$ cat config.mk
export PLATFORM = sky130hd
export DESIGN_NAME = adc_output_demux
export DESIGN_NICKNAME = d
export VERILOG_FILES = /design/src/verilog/adc_demux_pkg.sv /design/src/verilog/adc_output_demux.sv /design/src/verilog/pin_sync.sv
export VERILOG_INCLUDE_DIRS = /design/src /design/src/verilog
export SDC_FILE = /design/constraint.sdc
export NUM_CORES = 1
export LEC_CHECK = 0
export BUFFER_PORTS_ARGS = -buffer_cell sky130_fd_sc_hd__buf_2
export CORE_MARGIN = 3
export CORE_UTILIZATION = 56
export DETAILED_ROUTE_END_ITERATION = 7
export GPL_TIMING_DRIVEN = 0
export HOLD_SLACK_MARGIN = 0.1
export MAX_ROUTING_LAYER = met4
export PLACE_DENSITY = 0.79
export SLEW_MARGIN = 40
export SYNTH_ARGS = -nofsm -noshare
export SYNTH_HDL_FRONTEND = slang
export SYNTH_SLANG_ARGS = --single-unit
$ cat constraint.sdc
create_clock -name clk -period 3 [get_ports clk]
set_input_delay 0.6 -clock clk [delete_from_list [all_inputs] [get_ports clk]]
set_output_delay 0.6 -clock clk [all_outputs]
set_load 0.03 [all_outputs]
$ cat src/verilog/adc_demux_defs.svh
// Constants for the converter output demultiplexer.
`ifndef ADC_DEMUX_DEFS_SVH
`define ADC_DEMUX_DEFS_SVH

// ----------------------------------------------------------------
// Control encodings
// ----------------------------------------------------------------
`define DIVSEL_HALF 3'h2
`define DIVSEL_QUARTER 3'h4

// ----------------------------------------------------------------
// Reset values and timing counts
// ----------------------------------------------------------------
`define BYTE_RESET 8'h00
`define BYTE_ALL_ONES 8'hFF
`define CTRL_PINS_RESET 6'h15
`define SAMPLE_DIV_DEFAULT 4'h2
`define SYNC_WIDTH 7
`define CYC_MAX 4'hF

`endif

$ cat src/verilog/adc_demux_pkg.sv
// Types shared by the converter output demultiplexer files.
package adc_demux_pkg;

  // One converted sample with its overrange mark.
  typedef struct packed {
    logic over;
    logic [7:0] bits;
  } sample_t;

  // Rate modes of the output stage.
  typedef enum logic [1:0] {
    full_rate_mode,
    half_rate_split_mode,
    quarter_rate_decimate_mode
  } mode_t;

endpackage

$ cat src/verilog/adc_output_demux.sv
// Output stage of an 8-bit converter: rate modes, ports and data ready.
`timescale 1ns/10ps
`include "adc_demux_defs.svh"

// Function
// - Half rate puts two consecutive samples on primary and auxiliary ports.
// - Full rate bypasses the demultiplexer; every sample on primary only.
// - Two separate enables power down the auxiliary port.
// - Quarter rate drops every second sample, output at quarter rate.
// - Split modes flag overrange if either port holds an overranged sample; with the auxiliary port off, only from primary.
// - Full rate flags overrange only from the primary port.
// - Ports and overrange update on the rising edge of data ready.
// - Data ready falls near the centre of each valid data window.
// - Eight bits per port, bit 0 LSB, true and complementary outputs.
// - Reset input realigns the demultiplexer and is passed on outward.
// - Samples pass in offset binary with their overrange mark unchanged.
module adc_output_demux
  import adc_demux_pkg::*;
#(
  parameter logic [3:0] SAMPLE_DIV = `SAMPLE_DIV_DEFAULT
) (
  // Clock and reset
  input wire logic clk,
  input wire logic arst_n,
  // Converter core samples, same clock
  input wire sample_t sampleIn,
  input wire logic sampleValid,
  // Control pins
  input wire logic splitEnable,
  input wire logic secondPortEnableA,
  input wire logic secondPortEnableB,
  input wire logic [2:0] rateDividerSelect,
  input wire logic demuxResetIn,
  // Primary and auxiliary ports
  output logic [7:0] primaryPortBits,
  output logic [7:0] primaryPortBitsN,
  output logic [7:0] auxiliaryPortBits,
  output logic [7:0] auxiliaryPortBitsN,
  // Overrange and data ready
  output logic overrange,
  output logic overrangeN,
  output logic dataReadyClock,
  output logic dataReadyClockN,
  // Reset passed on
  output logic demuxResetOut,
  output logic demuxResetOutN
);

  // ----------------------------------------------------------------
  // Functions
  // ----------------------------------------------------------------

  // Mode from the synchronised pins; odd divider values act as half.
  function automatic mode_t decodeMode(input logic split,
                                       input logic [2:0] div);
    decodeMode = half_rate_split_mode;
    if (!split) begin
      decodeMode = full_rate_mode;
    end else if (div == `DIVSEL_QUARTER) begin
      decodeMode = quarter_rate_decimate_mode;
    end
  endfunction

  // Clock cycles from a data ready rise to its fall: half a word period.
  function automatic logic [3:0] halfCycles(input mode_t m);
    logic [7:0] full;
    case (m)
      full_rate_mode: full = {4'h0, SAMPLE_DIV};
      half_rate_split_mode: full = {3'h0, SAMPLE_DIV, 1'b0};
      default: full = {2'h0, SAMPLE_DIV, 2'h0};
    endcase
    if (full < 8'h04) begin
      halfCycles = 4'h1;
    end else begin
      halfCycles = full[4:1];
    end
  endfunction

  // ----------------------------------------------------------------
  // Reset release and pin synchronisers
  // ----------------------------------------------------------------
  logic rstMeta_ff, rstN;
  logic [`SYNC_WIDTH-1:0] syncedPins;
  logic auxOn, demuxRst;
  mode_t pinMode;

  // Reset enters asynchronously and leaves through two flops.
  always_ff @(posedge clk or negedge arst_n) begin
    if (!arst_n) begin
      rstMeta_ff <= 1'b0;
      rstN <= 1'b0;
    end else begin
      rstMeta_ff <= 1'b1;
      rstN <= rstMeta_ff;
    end
  end

  pin_sync #(.WIDTH(`SYNC_WIDTH)) u_pin_sync (
    .clk(clk),
    .rstN(rstN),
    .pinIn({demuxResetIn, rateDividerSelect, secondPortEnableB,
            secondPortEnableA, splitEnable}),
    .syncOut(syncedPins)
  );

  // Either enable off powers the auxiliary port down.
  assign auxOn = syncedPins[1] & syncedPins[2];
  assign demuxRst = syncedPins[6];
  assign pinMode = decodeMode(syncedPins[0], syncedPins[5:3]);

  // ----------------------------------------------------------------
  // Demultiplexer and output state
  // ----------------------------------------------------------------
  mode_t mode_ff, nxt_mode;
  logic [1:0] phase_ff, nxt_phase;
  sample_t hold_ff, nxt_hold;
  sample_t pri_ff, nxt_pri;
  sample_t aux_ff, nxt_aux;
  logic auxOn_ff, nxt_auxOn;
  logic drdy_ff, nxt_drdy;
  logic [3:0] cyc_ff, nxt_cyc;
  logic nxt_demux_reset_out;
  logic update;

  // Samples collect in hold; a word leaves with a data ready rise.
  // A mode change or reset realigns the phase so pairs never straddle.
  always_comb begin
    nxt_mode = pinMode;
    nxt_phase = phase_ff;
    nxt_hold = hold_ff;
    nxt_pri = pri_ff;
    nxt_aux = aux_ff;
    nxt_auxOn = auxOn;
    nxt_drdy = drdy_ff;
    nxt_cyc = (cyc_ff == `CYC_MAX) ? cyc_ff : cyc_ff + 4'h1;
    nxt_demux_reset_out = demuxRst;
    update = 1'b0;
    if (demuxRst || pinMode != mode_ff) begin
      nxt_phase = 2'h0;
      nxt_drdy = 1'b0;
    end else begin
      if (sampleValid) begin
        case (mode_ff)
          full_rate_mode: begin
            nxt_pri = sampleIn;
            update = 1'b1;
          end
          half_rate_split_mode: begin
            if (phase_ff == 2'h0) begin
              nxt_hold = sampleIn;
              nxt_phase = 2'h1;
            end else begin
              nxt_pri = hold_ff;
              nxt_aux = sampleIn;
              nxt_phase = 2'h0;
              update = 1'b1;
            end
          end
          default: begin
            // Odd phases are the discarded samples.
            nxt_phase = phase_ff + 2'h1;
            if (phase_ff == 2'h0) begin
              nxt_hold = sampleIn;
            end else if (phase_ff == 2'h2) begin
              nxt_pri = hold_ff;
              nxt_aux = sampleIn;
              update = 1'b1;
            end
          end
        endcase
      end
      if (update) begin
        nxt_drdy = 1'b1;
        nxt_cyc = 4'h0;
      end else if (drdy_ff && cyc_ff + 4'h1 == halfCycles(mode_ff)) begin
        nxt_drdy = 1'b0;
      end
    end
  end

  always_ff @(posedge clk or negedge rstN) begin
    if (!rstN) begin
      mode_ff <= full_rate_mode;
      phase_ff <= 2'h0;
      hold_ff <= '0;
      pri_ff <= '0;
      aux_ff <= '0;
      auxOn_ff <= 1'b0;
      drdy_ff <= 1'b0;
      cyc_ff <= 4'h0;
    end else begin
      mode_ff <= nxt_mode;
      phase_ff <= nxt_phase;
      hold_ff <= nxt_hold;
      pri_ff <= nxt_pri;
      aux_ff <= nxt_aux;
      auxOn_ff <= nxt_auxOn;
      drdy_ff <= nxt_drdy;
      cyc_ff <= nxt_cyc;
    end
  end

  // ----------------------------------------------------------------
  // Pin drivers
  // ----------------------------------------------------------------
  logic [37:0] pins_ff, nxt_pins;
  logic [15:0] nxt_auxPair;
  logic nxt_or;

  // Every leg of every pin in port order; pins take the next-state word, so they
  // change with the word registers and data ready stays aligned. A powered-down auxiliary pair
  // floats high on both legs, as the open-emitter drivers do.
  always_comb begin
    nxt_or = nxt_pri.over | nxt_aux.over;
    nxt_auxPair = {nxt_aux.bits, ~nxt_aux.bits};
    if (nxt_mode == full_rate_mode || !nxt_auxOn) begin
      nxt_or = nxt_pri.over;
      nxt_auxPair = {`BYTE_ALL_ONES, `BYTE_ALL_ONES};
    end
    nxt_pins = {nxt_pri.bits, ~nxt_pri.bits, nxt_auxPair, nxt_or, ~nxt_or,
      nxt_drdy, ~nxt_drdy, nxt_demux_reset_out, ~nxt_demux_reset_out};
  end

  // One register for all legs keeps pins and data ready in step.
  always_ff @(posedge clk or negedge rstN) begin
    if (!rstN) begin
      pins_ff <= {`BYTE_RESET, `BYTE_ALL_ONES, `BYTE_ALL_ONES,
        `BYTE_ALL_ONES, `CTRL_PINS_RESET};
    end else begin
      pins_ff <= nxt_pins;
    end
  end

  assign {primaryPortBits, primaryPortBitsN, auxiliaryPortBits,
    auxiliaryPortBitsN, overrange, overrangeN, dataReadyClock,
    dataReadyClockN, demuxResetOut, demuxResetOutN} = pins_ff;
endmodule

$ cat src/verilog/pin_sync.sv
// Two-stage synchroniser for a group of pin levels.
`timescale 1ns/10ps
module pin_sync #(
  parameter int WIDTH = 1
) (
  // Clock and reset
  input wire logic clk,
  input wire logic rstN,
  // Levels
  input wire logic [WIDTH-1:0] pinIn,
  output logic [WIDTH-1:0] syncOut
);

  logic [WIDTH-1:0] stage1_ff;
  logic [WIDTH-1:0] syncOut_ff;

  // The first stage feeds only the second stage.
  always_ff @(posedge clk or negedge rstN) begin
    if (!rstN) begin
      stage1_ff <= '0;
      syncOut_ff <= '0;
    end else begin
      stage1_ff <= pinIn;
      syncOut_ff <= stage1_ff;
    end
  end

  assign syncOut = syncOut_ff;

endmodule
==> impl_metrics.env <==
export IMPL_skew_ns=0.00817
export IMPL_grt_met3_usage=0.0500
export IMPL_drive_above_1_share=0.357
export IMPL_synth_common_cells="dfrtp_1, dfstp_2, nand2_1"
export IMPL_initial_core_util=0.603
export IMPL_setup_violations=0
export IMPL_yosysUniqueCellTypes=45
export IMPL_avgSynthCellArea_um2=11.7
export IMPL_yosysTopAreaCell="dfrtp_1"
export IMPL_via_count=2460
export IMPL_fill_cells=413
export IMPL_synthesis_area_um2=3440
export IMPL_total_power_w=0.00309
export IMPL_final_hold_viol_count=0
export IMPL_synth_edf_count=0
export IMPL_synth_top_area_share=0.393
export IMPL_dp_hpwl_um=4690
export IMPL_ios=57
export IMPL_placed_cell_area_um2=3860
export IMPL_utilization=0.720
export IMPL_grt_pass1_wl_um=11000
export IMPL_cp_max_fo=10
export IMPL_async_flop_share=1.00
export IMPL_fmax_ghz=0.449
export IMPL_clock_tree_buffer_depth=2
export IMPL_cts_repair_resized=0
export IMPL_busiest_layer="met2"
export IMPL_die_w_um=84.4
export IMPL_core_area_um2=5710
export IMPL_antenna_found_initial=0
export IMPL_cts_made_buffers=9
export IMPL_syn_to_final_growth_pct=19.4
export IMPL_cts_root_buf="clkbuf_8"
export IMPL_grt_pass1_vias=2347
export IMPL_htreeDepth=3
export IMPL_clkSinkCount=81
export IMPL_status="complete, no violations"
export IMPL_synthesis_nets=319
export IMPL_stdcell_area_um2=4110
export IMPL_drt_iter0_drc=145
export IMPL_period_share=0.742
export IMPL_ir_drop_mv=0.474
export IMPL_grt_usage=0.200
export IMPL_worstPathRequired_ns=3.29
export IMPL_post_drt_wl_per_cell_um=14.9
export IMPL_yosys_cell_count_top_type="dfrtp_1"
export IMPL_ys_seq_area_frac=0.599
export IMPL_nets=389
export IMPL_path_clk_slew_ns=0.08
export IMPL_cts_tree="yes"
export IMPL_power_density_nw_per_um2=752
export IMPL_grt_max_degree=37
export IMPL_place_ws_ns=0.851
export IMPL_path_class="register to register"
export IMPL_die_h_um=84.4
export IMPL_routed_wl_um=6570
export IMPL_crit_path_end_kind="register"
export IMPL_dieArea_um2=7120
export IMPL_grt_ovfl_total=0
export IMPL_finalMaxSlewViolations=0
export IMPL_ys_ff_latch=81
export IMPL_drc=0
export IMPL_synthFlopType="dfrtp_1"
export IMPL_dr_pass1_iters=4
export IMPL_hp_class="register to async pin"
export IMPL_met1_usage=0.258
export IMPL_synth_area_leaders="dfrtp_1, dfstp_2, o22ai_1"
export IMPL_core_rowCount=27
export IMPL_netlist_instances=295
export IMPL_p_leak_nw=1.81
export IMPL_drt_vias_per_instance=5.57
export IMPL_rsz0062_at_grt="no"
export IMPL_port_buffers=56
export IMPL_start_kind="register"
export IMPL_setup_slack_ns=0.774
export IMPL_antennaDiodeCount=0
export IMPL_grtUsageMet2=0.298
export IMPL_detail_route_antenna_nets=0
export IMPL_cap_violations=0
export IMPL_clk_latency_ns=0.35
export IMPL_critical_path_arrival_ns=2.51
export IMPL_place_gp_congestion=0.830
export IMPL_slew_headroom=0.502
export IMPL_yosys_warnings=0
export IMPL_timing_final_crit_period_ns=2.23
export IMPL_worst_pin_slew_ns=0.741
critical path, stage by stage, from the launching register on:
cell and delay [ns]:
dfrtp_1 0.40, inv_1 0.15, ha_1 0.18, clkbuf_1 0.31
nand2b_1 0.15, buf_2 0.22, mux2i_1 0.20, o22ai_1 0.11
a22oi_1 0.30, nand2b_1 0.15
placed cells by master, fill, tap and decap left out, types with 3 or more instances in the layout:
master     Yosys  routed
a21oi_1       14      14
a31oi_1        4       4
and3_1         5       5
buf_2          4      60
buf_4          8       8
bufinv_16      0       3
clkbuf_1       8       9
clkbuf_8       0      10
dfrtp_1       54      53
dfstp_2       27      27
ha_1           5       5
inv_1          9       9
mux2_2        10      10
mux2i_1        4       4
nand2_1       24      24
nand2b_1      13      13
nand3_1        4       4
nor2_1        11      11
nor2b_1        4       4
nor3_1        14      14
o21ai_0        8       8
o221ai_1       5       5
o22a_1         8       8
o22ai_1       20      20
o2bb2ai_1      5       5
worst paths after layout:
| check | slack [ns] | start | depth (start not counted) | to |
|---|---|---|---|---|
| max | 0.77 | phase_ff[0]$_DFFE_PN0P_ | 9 | pins_ff[13]$_DFF_PN1_ |
| min | 0.18 | rstN$_DFF_PN0_ | 0 | u_pin_sync.stage1_ff[1]$_DFF_PN0_ |
| max reg2reg | 0.77 | phase_ff[0]$_DFFE_PN0P_ | 9 | pins_ff[13]$_DFF_PN1_ |
| min reg2reg | 0.18 | rstN$_DFF_PN0_ | 0 | u_pin_sync.stage1_ff[1]$_DFF_PN0_ |
| max in group asynchronous | 2.09 | rstN$_DFF_PN0_ | 2 | pins_ff[24]$_DFF_PN1_ |
| min in group clk | 0.35 | u_pin_sync.stage1_ff[5]$_DFF_PN0_ | 0 | u_pin_sync.syncOut[5]$_DFF_PN0_ |
report_power, final:
group	switching, W	total, W	internal [W]
registers	0.000122	0.00142	0.00130
logic	0.000410	0.000715	0.000305
clock network	0.000377	0.000953	0.000576
through the flow:
step	std cells	setup TNS [ns]	hold slack, ns
after floorplan	295	0	0.304
after global placement	423	-5.21	0.332
after detailed placement	425	0	0.179
after CTS	442	0	0.180
after global routing	442	0	0.183
final	442	0	0.176
registers in the layout, summed over array words and instances (netlist names):
register	cells
cyc_ff	4
u_pin_sync.stage1_ff	7
aux_ff	9
mode_ff	2
pri_ff	1
pins_ff	38
rstN	1
u_pin_sync.syncOut	7
phase_ff	2
hold_ff	9
rstMeta_ff	1
timing repair:
action	in CTS	in global routing
hold buffers	1	0
setup buffers	0	0
endpoints found under the setup margin	0	0
hold endpoints to repair	2	0
cell type report:
class / instances / area (um2) / share of cell area
clock inverter: 5 / 104 / 0.0253
buffer: 23 / 136 / 0.0332
timing repair buffer: 59 / 330 / 0.0803
sequential: 81 / 2060 / 0.502
multi-input combinational: 182 / 1210 / 0.295
tap: 72 / 90.1 / 0.0219
clock buffer: 11 / 141 / 0.0344
inverter: 9 / 33.8 / 0.00822
cells by family after synthesis:
group,after synthesis,share of synthesized area
flops,81,0.599
simple gates,81,0.121
other cells,1,0.00109
mux,14,0.0443
buf+inv,32,0.0494
compound gates,78,0.159
xor+xnor,3,0.00763
fa+ha+maj,5,0.0182
per-layer routing:
metal	up-vias	share of wire	wire, um
met3	16	0.063	415
met4	0	0.022	146
met1	1156	0.45	2950
met5	-	0	0
li1	1193	-	-
met2	95	0.47	3060
(Power assumes the default switching activity.)
